File: config.mk
export PLATFORM = sky130hd
export DESIGN_NAME = llf_top
export DESIGN_NICKNAME = d
export VERILOG_FILES = /design/src/logic/llf_pkg.sv /design/src/logic/llf_edge_counter.sv /design/src/logic/llf_top.sv
export SDC_FILE = /design/constraint.sdc
export NUM_CORES = 1
export LEC_CHECK = 0
export BUFFER_PORTS_ARGS = -buffer_cell sky130_fd_sc_hd__buf_2
export CORE_UTILIZATION = 30
export CTS_BUF_LIST = sky130_fd_sc_hd__clkbuf_8
export DETAILED_ROUTE_END_ITERATION = 8
export GPL_TIMING_DRIVEN = 1
export PLACE_DENSITY_LB_ADDON = 0.25
export SLEW_MARGIN = 0
export SYNTH_ARGS = -nofsm -noshare
export SYNTH_HDL_FRONTEND = slang
export SYNTH_SLANG_ARGS = --single-unit
File: constraint.sdc
create_clock -name ref_clk -period 2.9 [get_ports ref_clk]
set_input_delay 0.435 -clock ref_clk [delete_from_list [all_inputs] [get_ports ref_clk]]
set_output_delay 0.435 -clock ref_clk [all_outputs]
set_load 0.02 [all_outputs]
File: src/logic/llf_pkg.sv
// Package for the link-loss failsafe and digital input configuration block.
// Assumes a 250 MHz ref_clk and a classic Wishbone register port.
package llf_pkg;
  localparam int unsigned LLF_CLK_HZ = 250000000;
  // Link-loss step in milliseconds
  localparam int unsigned LLF_STEP_MS = 280;
  localparam longint unsigned LLF_STEP_CYC_L = longint'(LLF_STEP_MS) * LLF_CLK_HZ / 1000;
  localparam int unsigned LLF_STEP_CYC = int'(LLF_STEP_CYC_L);
  localparam int unsigned LLF_NUM_DI = 2;

  // Register byte offsets
  localparam logic [7:0] LLF_OFF_CTRL = 8'h00;
  localparam logic [7:0] LLF_OFF_DICFG = 8'h04;
  localparam logic [7:0] LLF_OFF_STATUS = 8'h08;
  localparam logic [7:0] LLF_OFF_COUNT0 = 8'h0C;
  localparam logic [7:0] LLF_OFF_COUNT1 = 8'h10;

  // CTRL fields
  localparam int unsigned LLF_CTRL_DELAY_LSB = 0;
  localparam int unsigned LLF_CTRL_DO0_LSB = 8;
  localparam int unsigned LLF_CTRL_DO1_LSB = 10;
  localparam int unsigned LLF_CTRL_COIL_LSB = 12;
  // DICFG fields, per input i at base 8*i
  localparam int unsigned LLF_DI_EDGE_BIT = 0;
  localparam int unsigned LLF_DI_TERM_BIT = 1;
  localparam int unsigned LLF_DI_PULL_LSB = 2;
  localparam int unsigned LLF_DI_STRIDE = 8;

  // Reset values
  localparam logic [7:0] LLF_DELAY_RST = 8'h00;
  localparam logic [1:0] LLF_DODEF_RST = 2'h0;
  localparam logic [1:0] LLF_PULL_RST = 2'h0;

  // Output default choices
  localparam logic [1:0] LLF_DODEF_ON = 2'h0;
  localparam logic [1:0] LLF_DODEF_OFF = 2'h1;
  localparam logic [1:0] LLF_DODEF_KEEP = 2'h2;
  // Pull choices
  localparam logic [1:0] LLF_PULL_UP = 2'h0;
  localparam logic [1:0] LLF_PULL_DOWN = 2'h1;
  localparam logic [1:0] LLF_PULL_FLOAT = 2'h2;
  // Length of the restart pulse in cycles
  localparam int unsigned LLF_REBOOT_CYC = 16;

  typedef struct packed {
    logic edge_rise;
    logic term_en;
    logic [1:0] pull;
  } llf_dicfg_t;

  typedef struct packed {
    logic cyc;
    logic stb;
    logic we;
    logic [7:0] adr;
    logic [3:0] sel;
    logic [31:0] dat;
  } llf_wb_req_t;

  typedef struct packed {
    logic ack;
    logic [31:0] dat;
  } llf_wb_rsp_t;

  typedef enum logic [1:0] {
    LLF_LINK_UP,
    LLF_LINK_WAIT,
    LLF_LINK_FAILSAFE
  } llf_state_t;
endpackage

File: src/logic/llf_edge_counter.sv
// Per-input edge counter with a two-flop synchroniser.
// Assumes the input pin is asynchronous to ref_clk.
`timescale 1ns/1ps
module llf_edge_counter (
  input wire logic ref_clk,
  input wire logic rst,
  input wire logic pin_in,
  input wire logic edge_rise,
  output logic [15:0] count
);
  import llf_pkg::*;
  logic sync1_r;
  logic sync2_r;
  logic prev_r;
  logic [15:0] count_r;
  wire rise_w = sync2_r & ~prev_r;
  wire fall_w = ~sync2_r & prev_r;
  wire hit_w = edge_rise ? rise_w : fall_w;

  always_ff @(posedge ref_clk) begin
    if (rst) begin
      sync1_r <= 1'b0;
      sync2_r <= 1'b0;
      prev_r <= 1'b0;
      count_r <= 16'h0000;
    end else begin
      sync1_r <= pin_in;
      sync2_r <= sync1_r;
      prev_r <= sync2_r;
      if (hit_w) begin
        count_r <= count_r + 16'h0001; // [RULE4]
      end
    end
  end
  assign count = count_r;
endmodule

File: src/logic/llf_top.sv
// Link-loss failsafe timer and digital input configuration, Wishbone slave.
// Assumes link_ok_in is a level from another domain, high while polls arrive.
// Operation
// RULE1: After link loss, wait the programmed delay, then apply output defaults.
// RULE2: Delay counts in 0.28 second steps; wait is count times step.
// RULE3: Delay count is eight bits, 0 through 255.
// RULE4: Each input counter advances on falling or rising edge; falling after reset.
// RULE5: Each input has a 125 ohm termination enable, off after reset.
// RULE6: Each input has pull-up, pull-down or float select; pull-up default.
// RULE7: Changing the pull selection restarts the device automatically.
// RULE8: At power-up and failsafe, outputs take default on, off or unchanged.
// RULE9: Timer restarts when link returns; count zero enters failsafe at once.
//
// The Wishbone interface to the registers and the address map are this design's own decisions.
`timescale 1ns/1ps
module llf_top (
  input wire logic ref_clk,
  input wire logic rst,
  input llf_pkg::llf_wb_req_t wb_req,
  output llf_pkg::llf_wb_rsp_t wb_rsp,
  input wire logic link_ok_in,
  input wire logic [1:0] digital_input_in,
  output logic digital_output_one,
  output logic digital_output_two,
  output logic [1:0] term_en,
  output logic [1:0] pull_up_en,
  output logic [1:0] pull_down_en,
  output logic failsafe,
  output logic reboot_req
);
  import llf_pkg::*;

  logic [7:0] delay_r;
  logic [1:0] dodef_r [2];
  logic [1:0] coil_r;
  llf_dicfg_t dicfg_r [2];
  logic [15:0] count_w [2];
  logic ack_r;
  logic [31:0] rdat_r;
  logic link_s1_r;
  logic link_s2_r;
  llf_state_t state_r;
  llf_state_t state_nxt;
  logic [31:0] tick_r;
  logic [7:0] steps_r;
  logic [4:0] reboot_cnt_r;
  logic reboot_r;
  wire [1:0] dout_w;
  wire [1:0] term_w;
  wire [1:0] pu_w;
  wire [1:0] pd_w;
  logic fs_r;
  logic pwr_up_r;

  // Bus decode
  wire acc_w = wb_req.cyc & wb_req.stb & ~ack_r;
  wire wr_w = acc_w & wb_req.we;
  wire wr_ctrl_w = wr_w & (wb_req.adr == LLF_OFF_CTRL);
  wire wr_di_w = wr_w & (wb_req.adr == LLF_OFF_DICFG);
  wire [31:0] status_w = {29'h00000000, reboot_r, fs_r, link_s2_r};
  wire [31:0] ctrl_w = {18'h00000, coil_r, dodef_r[1], dodef_r[0], delay_r};
  wire [31:0] di_w;
  wire [31:0] rd_w;
  wire [1:0] pull_change_w;

  genvar gi;
  generate
    for (gi = 0; gi < 2; gi++) begin : g_di
      localparam int unsigned B = gi * LLF_DI_STRIDE;
      assign di_w[B +: 8] = {4'h0, dicfg_r[gi].pull, dicfg_r[gi].term_en,
                             dicfg_r[gi].edge_rise};
      assign pull_change_w[gi] = wr_di_w & wb_req.sel[gi]
        & (wb_req.dat[B + LLF_DI_PULL_LSB +: 2] != dicfg_r[gi].pull); // [RULE7]
      always_ff @(posedge ref_clk) begin
        if (rst) begin
          dicfg_r[gi].edge_rise <= 1'b0; // [RULE4]
          dicfg_r[gi].term_en <= 1'b0; // [RULE5]
          dicfg_r[gi].pull <= LLF_PULL_RST; // [RULE6]
        end else if (wr_di_w & wb_req.sel[gi]) begin
          dicfg_r[gi].edge_rise <= wb_req.dat[B + LLF_DI_EDGE_BIT];
          dicfg_r[gi].term_en <= wb_req.dat[B + LLF_DI_TERM_BIT];
          dicfg_r[gi].pull <= wb_req.dat[B + LLF_DI_PULL_LSB +: 2];
        end
      end
      llf_edge_counter u_cnt (
        .ref_clk(ref_clk),
        .rst(rst),
        .pin_in(digital_input_in[gi]),
        .edge_rise(dicfg_r[gi].edge_rise),
        .count(count_w[gi])
      );
    end
  endgenerate
  assign di_w[31:16] = 16'h0000;

  assign rd_w = (wb_req.adr == LLF_OFF_CTRL) ? ctrl_w :
                (wb_req.adr == LLF_OFF_DICFG) ? di_w :
                (wb_req.adr == LLF_OFF_STATUS) ? status_w :
                (wb_req.adr == LLF_OFF_COUNT0) ? {16'h0000, count_w[0]} :
                (wb_req.adr == LLF_OFF_COUNT1) ? {16'h0000, count_w[1]} :
                32'h00000000;

  always_ff @(posedge ref_clk) begin
    if (rst) begin
      ack_r <= 1'b0;
      rdat_r <= 32'h00000000;
    end else begin
      ack_r <= acc_w;
      rdat_r <= acc_w ? rd_w : 32'h00000000;
    end
  end
  assign wb_rsp.ack = ack_r;
  assign wb_rsp.dat = rdat_r;

  // Control register
  always_ff @(posedge ref_clk) begin
    if (rst) begin
      delay_r <= LLF_DELAY_RST;
      dodef_r[0] <= LLF_DODEF_RST;
      dodef_r[1] <= LLF_DODEF_RST;
      coil_r <= 2'h0;
    end else if (wr_ctrl_w) begin
      if (wb_req.sel[0]) begin
        delay_r <= wb_req.dat[LLF_CTRL_DELAY_LSB +: 8]; // [RULE3]
      end
      if (wb_req.sel[1]) begin
        dodef_r[0] <= wb_req.dat[LLF_CTRL_DO0_LSB +: 2];
        dodef_r[1] <= wb_req.dat[LLF_CTRL_DO1_LSB +: 2];
        coil_r <= wb_req.dat[LLF_CTRL_COIL_LSB +: 2];
      end
    end
  end

  // Link state synchroniser
  always_ff @(posedge ref_clk) begin
    if (rst) begin
      // Link taken as good until a loss is seen, so reset gives no false failsafe
      link_s1_r <= 1'b1;
      link_s2_r <= 1'b1;
    end else begin
      link_s1_r <= link_ok_in;
      link_s2_r <= link_s1_r;
    end
  end

  // Link-loss timer
  wire step_done_w = (tick_r == LLF_STEP_CYC - 1);
  wire wait_done_w = (delay_r == 8'h00) | (step_done_w & (steps_r == delay_r - 8'h01));

  always_comb begin
    state_nxt = state_r;
    case (state_r)
      LLF_LINK_UP: begin
        if (!link_s2_r) begin
          state_nxt = (delay_r == 8'h00) ? LLF_LINK_FAILSAFE : LLF_LINK_WAIT; // [RULE9]
        end
      end
      LLF_LINK_WAIT: begin
        if (link_s2_r) begin
          state_nxt = LLF_LINK_UP; // [RULE9]
        end else if (wait_done_w) begin
          state_nxt = LLF_LINK_FAILSAFE; // [RULE1]
        end
      end
      LLF_LINK_FAILSAFE: begin
        if (link_s2_r) begin
          state_nxt = LLF_LINK_UP;
        end
      end
      default: state_nxt = LLF_LINK_UP;
    endcase
  end

  always_ff @(posedge ref_clk) begin
    if (rst) begin
      state_r <= LLF_LINK_UP;
      tick_r <= 32'h00000000;
      steps_r <= 8'h00;
    end else begin
      state_r <= state_nxt;
      if (state_r != LLF_LINK_WAIT || state_nxt != LLF_LINK_WAIT) begin
        tick_r <= 32'h00000000; // [RULE9]
        steps_r <= 8'h00;
      end else if (step_done_w) begin
        tick_r <= 32'h00000000; // [RULE2]
        steps_r <= steps_r + 8'h01;
      end else begin
        tick_r <= tick_r + 32'h00000001;
      end
    end
  end

  // Outputs: defaults at power-up and on failsafe entry, coils otherwise
  wire fs_enter_w = (state_nxt == LLF_LINK_FAILSAFE) & (state_r != LLF_LINK_FAILSAFE);
  wire apply_def_w = pwr_up_r | fs_enter_w;
  // Coil writes are ignored while the failsafe condition holds
  wire coil_wr_w = (state_r != LLF_LINK_FAILSAFE) & wr_ctrl_w & wb_req.sel[1];
  always_ff @(posedge ref_clk) begin
    if (rst) begin
      pwr_up_r <= 1'b1;
      fs_r <= 1'b0;
    end else begin
      pwr_up_r <= 1'b0;
      fs_r <= (state_nxt == LLF_LINK_FAILSAFE);
    end
  end

  // Per-channel output and input pin drive
  generate
    for (gi = 0; gi < 2; gi++) begin : g_pin
      logic out_r;
      logic term_pin_r;
      logic pu_pin_r;
      logic pd_pin_r;
      wire def_on_w = (dodef_r[gi] == LLF_DODEF_ON);
      wire def_off_w = (dodef_r[gi] == LLF_DODEF_OFF);
      always_ff @(posedge ref_clk) begin
        if (rst) begin
          out_r <= 1'b1; // [RULE8]
        end else if (apply_def_w) begin
          if (def_on_w) begin
            out_r <= 1'b1; // [RULE8]
          end else if (def_off_w) begin
            out_r <= 1'b0;
          end
        end else if (coil_wr_w) begin
          out_r <= wb_req.dat[LLF_CTRL_COIL_LSB + gi];
        end
      end
      always_ff @(posedge ref_clk) begin
        if (rst) begin
          term_pin_r <= 1'b0;
          pu_pin_r <= 1'b0;
          pd_pin_r <= 1'b0;
        end else begin
          term_pin_r <= dicfg_r[gi].term_en; // [RULE5]
          pu_pin_r <= (dicfg_r[gi].pull == LLF_PULL_UP); // [RULE6]
          pd_pin_r <= (dicfg_r[gi].pull == LLF_PULL_DOWN);
        end
      end
      assign dout_w[gi] = out_r;
      assign term_w[gi] = term_pin_r;
      assign pu_w[gi] = pu_pin_r;
      assign pd_w[gi] = pd_pin_r;
    end
  endgenerate

  // Restart pulse; a new pull change re-arms it
  always_ff @(posedge ref_clk) begin
    if (rst) begin
      reboot_r <= 1'b0;
      reboot_cnt_r <= 5'h00;
    end else begin
      if (|pull_change_w) begin
        reboot_r <= 1'b1; // [RULE7]
        reboot_cnt_r <= 5'(LLF_REBOOT_CYC - 1);
      end else if (reboot_cnt_r != 5'h00) begin
        reboot_cnt_r <= reboot_cnt_r - 5'h01;
      end else begin
        reboot_r <= 1'b0;
      end
    end
  end

  assign digital_output_one = dout_w[0];
  assign digital_output_two = dout_w[1];
  assign term_en = term_w;
  assign pull_up_en = pu_w;
  assign pull_down_en = pd_w;
  assign failsafe = fs_r;
  assign reboot_req = reboot_r;
endmodule

==> results of run 1 <==
-- worst paths after layout --
check | from | to | slack [ns] | depth (start not counted)
worst max-delay path | delay_r[1] | digital_output_two | 0.14 | 9
worst min-delay path | link_ok_in | link_s1_r | 0.17 | 2
worst max register to register | delay_r[1] | digital_output_two | 0.14 | 9
worst min register to register | link_s1_r | link_s2_r | 0.41 | 1
-- flip-flops by register name (all words and copies together), names as in the netlist, 4 cells and up --
name / flops
dodef_r: 4
delay_r: 8
dicfg_r: 8
steps_r: 8
reboot_cnt_r: 5
tick_r: 32
g_di.u_cnt.count: 32
rdat_r: 16
-- worst max-delay path: stages, from the launching register on --
cell and delay (ns):
dfxtp_1 0.40, inv_1 0.09, ha_1 0.28, o21ba_2 0.22
a221oi_1 0.28, a41o_1 0.14, nand4_2 0.13, o41a_1 0.48
mux2_1 0.37, a221o_1 0.29
-- cells in the final DEF (no fill, tap or decap), types with 8 or more instances in the layout --
master | netlist | final
or3_1 | 8 | 8
nor3_1 | 11 | 11
and2_1 | 9 | 9
dfxtp_1 | 125 | 125
conb_1 | 1 | 16
nand4_1 | 19 | 19
nand3_1 | 26 | 26
edfxtp_1 | 12 | 12
a22oi_1 | 18 | 18
and3_1 | 17 | 17
xnor2_1 | 31 | 31
mux2i_1 | 14 | 14
o21ai_0 | 20 | 20
xor2_1 | 42 | 42
nor2_1 | 106 | 106
nor2b_1 | 10 | 10
buf_4 | 24 | 16
nand2_1 | 45 | 45
clkbuf_8 | 0 | 18
inv_1 | 17 | 18
buf_2 | 4 | 58
a21oi_1 | 21 | 21
-- report_power, final --
part	switching [mW]	internal (mW)	total (mW)
Sequential	0.0392	1.95	1.99
Clock	0.797	0.791	1.59
Combinational	0.158	0.119	0.277
-- stage by stage --
stage | cells | setup slack, ns
6_report | 1014 | 0.140
4_1_cts | 1014 | 0.133
2_1_floorplan | 690 | 0.311
3_5_place_dp | 982 | 0.119
5_1_grt | 1014 | 0.0147
3_3_place_gp | 982 | 0.172
-- Yosys cell counts (3+ instances only) --
library cell / number / area share
nor2b_1: 10 / 0.010
nand2_1: 45 / 0.028
a22oi_1: 18 / 0.022
nand3_1: 26 / 0.021
xnor2_1: 31 / 0.044
nand2b_1: 4 / 0.0041
nor2_1: 106 / 0.065
buf_2: 4 / 0.0033
clkbuf_1: 16 / 0.0098
and3_1: 17 / 0.017
edfxtp_1: 12 / 0.059
nor3b_1: 4 / 0.0049
and4_1: 5 / 0.0071
xor2_1: 42 / 0.060
o21ai_0: 20 / 0.016
buf_4: 24 / 0.029
or2_2: 6 / 0.0061
a21oi_1: 21 / 0.017
mux2i_1: 14 / 0.023
nand4_1: 19 / 0.019
inv_1: 17 / 0.010
o31ai_1: 3 / 0.0037
ha_1: 7 / 0.014
and2_1: 9 / 0.0092
nor4_1: 8 / 0.0082
or3_1: 8 / 0.0082
dfxtp_1: 125 / 0.41
nor3_1: 11 / 0.0090
-- cell type report --
cell class | count | area share
clock buffers | 18 | 0.0351
clock inverters | 14 | 0.0207
inverters | 18 | 0.00958
multi-input cells | 488 | 0.424
flip-flops and latches | 137 | 0.406
well taps | 265 | 0.0470
repair buffers | 74 | 0.0582
-- kinds of logic (layout without fill, tap and decap cells) --
group / count (synthesis) / count (layout) / synth area share
other: 1 / 16 / 0.000612
AND/OR/NAND/NOR: 289 / 289 / 0.235
AO/OA/AOI/OAI: 85 / 85 / 0.0929
XOR/XNOR: 73 / 73 / 0.104
adder cells (fa/ha/maj): 7 / 7 / 0.0143
buffers and inverters: 65 / 124 / 0.0555
flip-flops: 137 / 137 / 0.467
multiplexers: 18 / 18 / 0.0302
-- layer usage --
layer  part of all wire  vias up  routed length (µm)
met3              0.032       15                 440
met1               0.48     2179                6520
li1                   -     2418                   -
met5                  0        -                   0
met4              0.013        0                 177
met2               0.48       62                6540
==> flow_summary.json, run 1 <==
{
  "wl_per_cell_um": 13.5,
  "worst_pin_slew_ns": 0.647,
  "htreeDepth": 4,
  "io_buffers": 58,
  "cp_max_fo": 7,
  "finalSetupViolCount": 0,
  "start_util": 0.311,
  "grt_util_met3": 0.0321,
  "ctsLongestPathBuffers": 2,
  "core_area_um2": 19700,
  "synth_area_um2": 6130,
  "ys_async_sr_fraction": 0,
  "grt_max_degree": 51,
  "met2_usage": 0.217,
  "area_delta_synth_final_pct": 15.1,
  "grtUsageMet1": 0.172,
  "drtPass1Iterations": 4,
  "n_fill_cell": 2029,
  "yosys_warnings": 0,
  "globalRouteTotalUtil": 0.133,
  "syn_inst": 675,
  "cp-start-kind": "flop",
  "power.total_mw": 3.86,
  "clkSinkCount": 137,
  "finClkSkew_ns": 0.0222,
  "grt.busiest_layer": "met2",
  "yosysSeqAreaShare": 0.467,
  "vias": 4674,
  "setup_tns_ns": 0,
  "ctsHoldBuffers": 0,
  "power_leakage_nw": 2.60,
  "final_util": 0.358,
  "grt_pass1_vias": 4303,
  "numCtsBuffers": 17,
  "ant_nets": 0,
  "timing.hold.ws_ns": 0.172,
  "gp_congestion": 0.789,
  "multi_input_area_um2": 2990,
  "cts_resized": 0,
  "die_w_um": 145,
  "overflow": 0,
  "ir_worst_vdd_mv": 0.249,
  "seqCellArea_um2": 2860,
  "antenna_cells": 0,
  "hold_viol_final": 0,
  "critPathCaptureType": "flop",
  "cts_root_buffer": "clkbuf_8",
  "drt_drc_violations_left": 0,
  "maxCapViolations": 0,
  "drive_gt1_frac": 0.166,
  "finalCritPeriodShare": 0.952,
  "dpl_cell_area_um2": 6660,
  "dieArea_um2": 21000,
  "nets": 795,
  "fmax_ghz": 0.362,
  "syn_avg_cell_area_um2": 9.08,
  "arrival_ns": 3.12,
  "drt_iter0_drc": 233,
  "final_max_slew_viol_count": 0,
  "power_density_nw_per_um2": 547,
  "synth-seq-cells": 137,
  "run_status": "finished, final reports clean",
  "via_per_inst": 4.61,
  "routed_wl_mm": 13.7,
  "synth-edff-count": 12,
  "synthDistinctLibCells": 61,
  "cts_setup_buffers": 0,
  "clk_latency_ns": 0.46,
  "rsz0062_at_grt": "no",
  "ios": 95,
  "crit_required_ns": 3.26,
  "grt_pass1_wl_mm": 22.2,
  "dp_hpwl_mm": 9.90,
  "clk_pin_slew_ns": 0.10,
  "hp-class": "input port to flop",
  "crit_type": "flop to flop",
  "grt_antenna_before_repair": 0,
  "period_minus_slack_ns": 2.76,
  "row_count": 51,
  "die_h_um": 145,
  "ys.flop_type": "dfxtp_1",
  "cts_tree": "built",
  "post-route-cell-area_um2": 7060,
  "slew-limit-headroom": 0.569
}
No activity file was read; power rests on OpenSTA's default activity.
==> run 2: changes to the inputs <==
Settings changed: CORE_UTILIZATION 30 to 59, TNS_END_PERCENT from default to 5.
==> flow_summary.json, run 2 (synthesis gave the netlist of run 1 again) <==
{
  "fmax_ghz": 0.363,
  "arrival_ns": 3.08,
  "nets": 789,
  "cp_cell_sequence": "ha_1, nand2_1, or3_4, nor3_4, nand4_2, o41a_1, mux2_1, a221o_1",
  "ir_worst_vdd_mv": 0.477,
  "hold_path_depth": 2,
  "setup_ws_ns": 0.146,
  "rr_worst_depth": 8,
  "io_buffers": 58,
  "power_leakage_nw": 2.62,
  "gp_congestion": 0.871,
  "clk_latency_ns": 0.45,
  "run_status": "finished, final reports clean",
  "n_fill_cell": 806,
  "htreeDepth": 4,
  "final_common_cell": "dfxtp_1",
  "drive_gt1_frac": 0.160,
  "die_w_um": 104,
  "dieArea_um2": 10800,
  "antenna_cells": 0,
  "crit_type": "flop to flop",
  "cp-start-kind": "flop",
  "final_max_slew_viol_count": 0,
  "finalSetupViolCount": 0,
  "setup_tns_ns": 0,
  "via_per_inst": 5.62,
  "worstHoldStart": "link_ok_in",
  "drt_drc_violations_left": 0,
  "cpPeakStageDelay_ns": 0.51,
  "rrSetupSlack_ns": 0.15,
  "slowest_stage": "o41a_1",
  "post-route-cell-area_um2": 6940,
  "r2r_start": "tick_r[0]",
  "power.total_mw": 4.14,
  "core_area_um2": 9910,
  "cp_max_fo": 5,
  "numCtsBuffers": 17,
  "ant_nets": 0,
  "ios": 95,
  "maxCapViolations": 0,
  "die_h_um": 104,
  "worst_pin_slew_ns": 0.596,
  "power_density_nw_per_um2": 597,
  "clk_pin_slew_ns": 0.07,
  "routed_wl_mm": 12.8,
  "hold_path_end": "link_s1_r",
  "finalCritPeriodShare": 0.950,
  "wl_per_cell_um": 14.6,
  "cts_tree": "built",
  "dpl_worst_slack_ns": 0.147,
  "crit_required_ns": 3.23,
  "grt_antenna_before_repair": 0,
  "ctsLongestPathBuffers": 2,
  "period_minus_slack_ns": 2.75,
  "reg2reg_to": "digital_output_one",
  "cts_setup_buffers": 0,
  "finClkSkew_ns": 0.0105,
  "worstSetupStartpoint": "tick_r[0]",
  "slew-limit-headroom": 0.603,
  "cts_root_buffer": "clkbuf_8",
  "drtPass1Iterations": 5,
  "area_delta_synth_final_pct": 13.2,
  "dp_hpwl_mm": 9.44,
  "globalRouteTotalUtil": 0.253,
  "overflow": 0,
  "vias": 4919,
  "dpl_cell_area_um2": 6450,
  "grt_max_degree": 49,
  "final_cell_mix": "dfxtp_1, nor2_1, buf_2",
  "drt_iter0_drc": 264,
  "hold_viol_final": 0,
  "row_count": 36,
  "hp-class": "input port to flop",
  "ctsHoldBuffers": 0,
  "grt_pass1_wl_mm": 21.8,
  "clkSinkCount": 137,
  "critPathCaptureType": "flop",
  "grt_pass1_vias": 4670,
  "rsz0062_at_grt": "no",
  "start_util": 0.619
}
==> run 2: power breakdown <==
| group | switching [mW] | total [mW] | internal, mW |
|---|---|---|---|
| clock network | 0.708 | 1.86 | 1.15 |
| logic | 0.168 | 0.285 | 0.118 |
| registers | 0.0421 | 2.00 | 1.95 |
==> run 2: stage by stage <==
step,util,hold slack [ns],std cells
2_1_floorplan,-,0.389,690
3_3_place_gp,0.651,0.394,844
3_5_place_dp,0.651,0.400,844
4_1_cts,0.700,0.159,876
5_1_grt,0.700,0.166,876
6_report,0.700,0.187,876
==> run 2: repair_timing <==
item / 4_1_cts / 5_1_grt
setup endpoints to repair: 0 / 1
hold endpoints to repair: 0 / 0
gates resized for setup: 0 / 2
==> run 2: worst max-delay path by stage <==
stage          slack [ns]                 end
4_1_cts              0.11  digital_output_one
3_3_place_gp         0.21  digital_output_two
3_5_place_dp         0.15  digital_output_one
2_1_floorplan        0.31  digital_output_one
5_1_grt              0.03  digital_output_one
6_report             0.15  digital_output_one
==> run 2: worst max-delay path: cells and delay by family, from the launching register on <==
| kind | cells | cell delay, ns |
|---|---|---|
| mux | 1 | 0.36 |
| flops | 1 | 0.37 |
| compound gates | 2 | 0.82 |
| simple gates | 4 | 0.86 |
| fa+ha+maj | 1 | 0.22 |
==> run 2: layer usage <==
metal | track usage | wire [µm] | vias to the layer above
met5 | 0 | 0 | -
met4 | 0.0939 | 230 | 0
met3 | 0.0652 | 606 | 25
met2 | 0.451 | 6560 | 124
met1 | 0.291 | 5430 | 2358
li1 | - | - | 2412
==> run 2: area by class of cell <==
cell class | instances | area, µm² | area share
Clock buffer | 19 | 262 | 0.0377
Sequential cell | 137 | 2860 | 0.413
Multi-Input combinational cell | 488 | 2990 | 0.431
Inverter | 18 | 67.6 | 0.00973
Timing Repair Buffer | 68 | 365 | 0.0526
Tap cell | 133 | 166 | 0.0240
Clock inverter | 13 | 224 | 0.0323
==> run 3: changes to the inputs <==
Settings changed: ABC_AREA from default to 1, CORE_UTILIZATION 59 to 60.
Clock period 2.9 ns to 3.1 ns, I/O delays scaled along.
==> flow_summary.json, run 3 <==
{
  "synthDistinctLibCells": 55,
  "post-synth-top-count-cell": "nand2_1",
  "critPathCaptureType": "flop",
  "timing.hold.ws_ns": 0.181,
  "ios": 95,
  "die_h_um": 108,
  "numCtsBuffers": 17,
  "ys_async_sr_fraction": 0,
  "clkSinkCount": 137,
  "die_w_um": 108,
  "final_common_cell": "nand2_1",
  "grt_max_degree": 32,
  "switching_power_mw": 0.866,
  "dieArea_um2": 11600,
  "area_delta_synth_final_pct": 10.5,
  "vias": 5810,
  "hold_viol_final": 0,
  "finalSetupViolCount": 0,
  "cts_setup_buffers": 0,
  "swShare": 0.247,
  "ir_worst_vdd_mv": 0.557,
  "worst_pin_slew_ns": 0.492,
  "start_util": 0.617,
  "ys.flop_type": "dfxtp_1",
  "rsz0062_at_grt": "no",
  "setup_tns_ns": 0,
  "dpl_worst_slack_ns": 0.739,
  "via_per_inst": 5.18,
  "p_comb_frac": 0.075,
  "syn_avg_cell_area_um2": 7.38,
  "cp-start-kind": "flop",
  "final_max_slew_viol_count": 0,
  "fmax_ghz": 0.426,
  "synth-edff-count": 12,
  "syn_inst": 910,
  "cp_max_fo": 21,
  "pwr-share-clk": 0.399,
  "yosysSeqAreaShare": 0.426,
  "power_leakage_nw": 3.15,
  "slew-limit-headroom": 0.669,
  "row_count": 38,
  "run_status": "finished, final reports clean",
  "final_cell_mix": "nand2_1, inv_1, dfxtp_1",
  "cts_tree": "built",
  "synth_top_area_frac": 0.372,
  "finClkSkew_ns": 0.00890,
  "overflow": 0,
  "grt_pass1_wl_mm": 23.9,
  "ctsLongestPathBuffers": 2,
  "setup_ws_ns": 0.752,
  "power_density_nw_per_um2": 473,
  "ant_nets": 0,
  "ctsHoldBuffers": 0,
  "drive_gt1_frac": 0.148,
  "period_minus_slack_ns": 2.35,
  "synth_top_cells_by_area": "dfxtp_1, nand2_1, inv_1",
  "arrival_ns": 2.75,
  "hp-class": "input port to flop",
  "antenna_cells": 0,
  "routed_wl_mm": 14.4,
  "seq_power_share": 0.526,
  "wl_per_cell_um": 12.8,
  "clk_latency_ns": 0.47,
  "nets": 1029,
  "io_buffers": 58,
  "drtPass1Iterations": 5,
  "intPower_mw": 2.65,
  "grt_pass1_vias": 5394,
  "drt_iter0_drc": 402,
  "crit_type": "flop to flop",
  "finalCritPeriodShare": 0.757,
  "synth_area_um2": 6720,
  "n_fill_cell": 935,
  "globalRouteTotalUtil": 0.269,
  "cts_resized": 0,
  "yosys_warnings": 0,
  "clk_pin_slew_ns": 0.07,
  "synth-seq-cells": 137,
  "drt_drc_violations_left": 0,
  "maxCapViolations": 0,
  "yosys.area.top_type": "dfxtp_1",
  "htreeDepth": 4,
  "grt_antenna_before_repair": 0,
  "core_area_um2": 10900,
  "gp_congestion": 0.856,
  "cts_root_buffer": "clkbuf_8",
  "crit_required_ns": 3.50,
  "synth_common_cells": "nand2_1, inv_1, dfxtp_1",
  "dp_hpwl_mm": 10.4
}
[run 3: changes by cell type after synthesis, sizes merged, moves of 10 or more]
cell	before	now
a22oi	18	0
xnor2	31	5
nor4	8	20
nand3	27	43
nor2b	10	0
o21ai	21	46
inv	17	146
and3	18	6
nor3	12	31
nand2	45	171
a21oi	21	66
mux2i	14	0
nor2	107	120
xor2	42	11
[run 3: kinds of logic (layout without fill, tap and decap cells)]
family                     count (synthesis)  in the layout  synth area share
and+or+nand+nor                          417            417             0.295
buffers and inverters                    187            244             0.120
AOI/OAI and AO/OA                        145            145             0.124
DFF                                      137            137             0.426
xor gates and xnor gates                  16             16            0.0209
adders and majority gates                  7              7            0.0130
other                                      1             16          0.000558
[run 3: power groups by stage]
stage / Clock, mW / Combinational, mW / Sequential (mW)
floorplan: 0 / 0.213 / 1.89
global placement: 0 / 0.255 / 1.89
detailed placement: 0 / 0.261 / 1.89
CTS: 1.43 / 0.262 / 1.85
global route: 1.50 / 0.304 / 1.85
finish: 1.40 / 0.264 / 1.85
[run 3: cell type report]
cell class / instances / area [µm²] / area share
clock inverter: 9 / 77.6 / 0.0104
timing repair buffer: 65 / 343 / 0.0462
multi-input combinational: 601 / 3110 / 0.419
clock buffer: 22 / 303 / 0.0408
sequential: 137 / 2860 / 0.385
inverter: 148 / 556 / 0.0748
tap: 140 / 175 / 0.0236
[run 3: routing by layer]
layer | GRT usage | wire length, µm | up-vias
li1 | - | - | 3026
met4 | 0.135 | 432 | 0
met2 | 0.465 | 7090 | 140
met3 | 0.0732 | 658 | 36
met5 | 0 | 0 | -
met1 | 0.304 | 6180 | 2608
[run 3: final timing paths]
| check | start | slack (ns) | depth (start not counted) | endpoint |
|---|---|---|---|---|
| setup reg to reg | delay_r[0] | 0.75 | 14 | tick_r[26] |
| setup / recovery | delay_r[0] | 0.75 | 14 | tick_r[26] |
| hold / removal | link_ok_in | 0.18 | 2 | link_s1_r |
| hold reg to reg | g_di[1].u_cnt.sync1_r | 0.40 | 2 | g_di[1].u_cnt.sync2_r |
[run 3: per-stage QoR]
stage,util,instance area [µm²],power (mW),std cells
after global placement,0.647,7050,2.14,1091
after global routing,0.682,7430,3.66,1122
after CTS,0.682,7430,3.54,1122
after detailed placement,0.647,7050,2.15,1091
final,0.682,7430,3.51,1122
after floorplan,-,6780,2.10,925
[run 3: worst max-delay path: stages, from the launching register on]
cell and delay [ns]:
dfxtp_1 0.38, inv_1 0.11, ha_1 0.25, inv_1 0.08
nand2_1 0.05, nand2_1 0.07, xor2_1 0.14, nor2_1 0.06
nand2_1 0.10, o21bai_4 0.10, nor3_4 0.20, nand2_4 0.21
nor2_8 0.28, o21ai_0 0.14, nor2_1 0.10
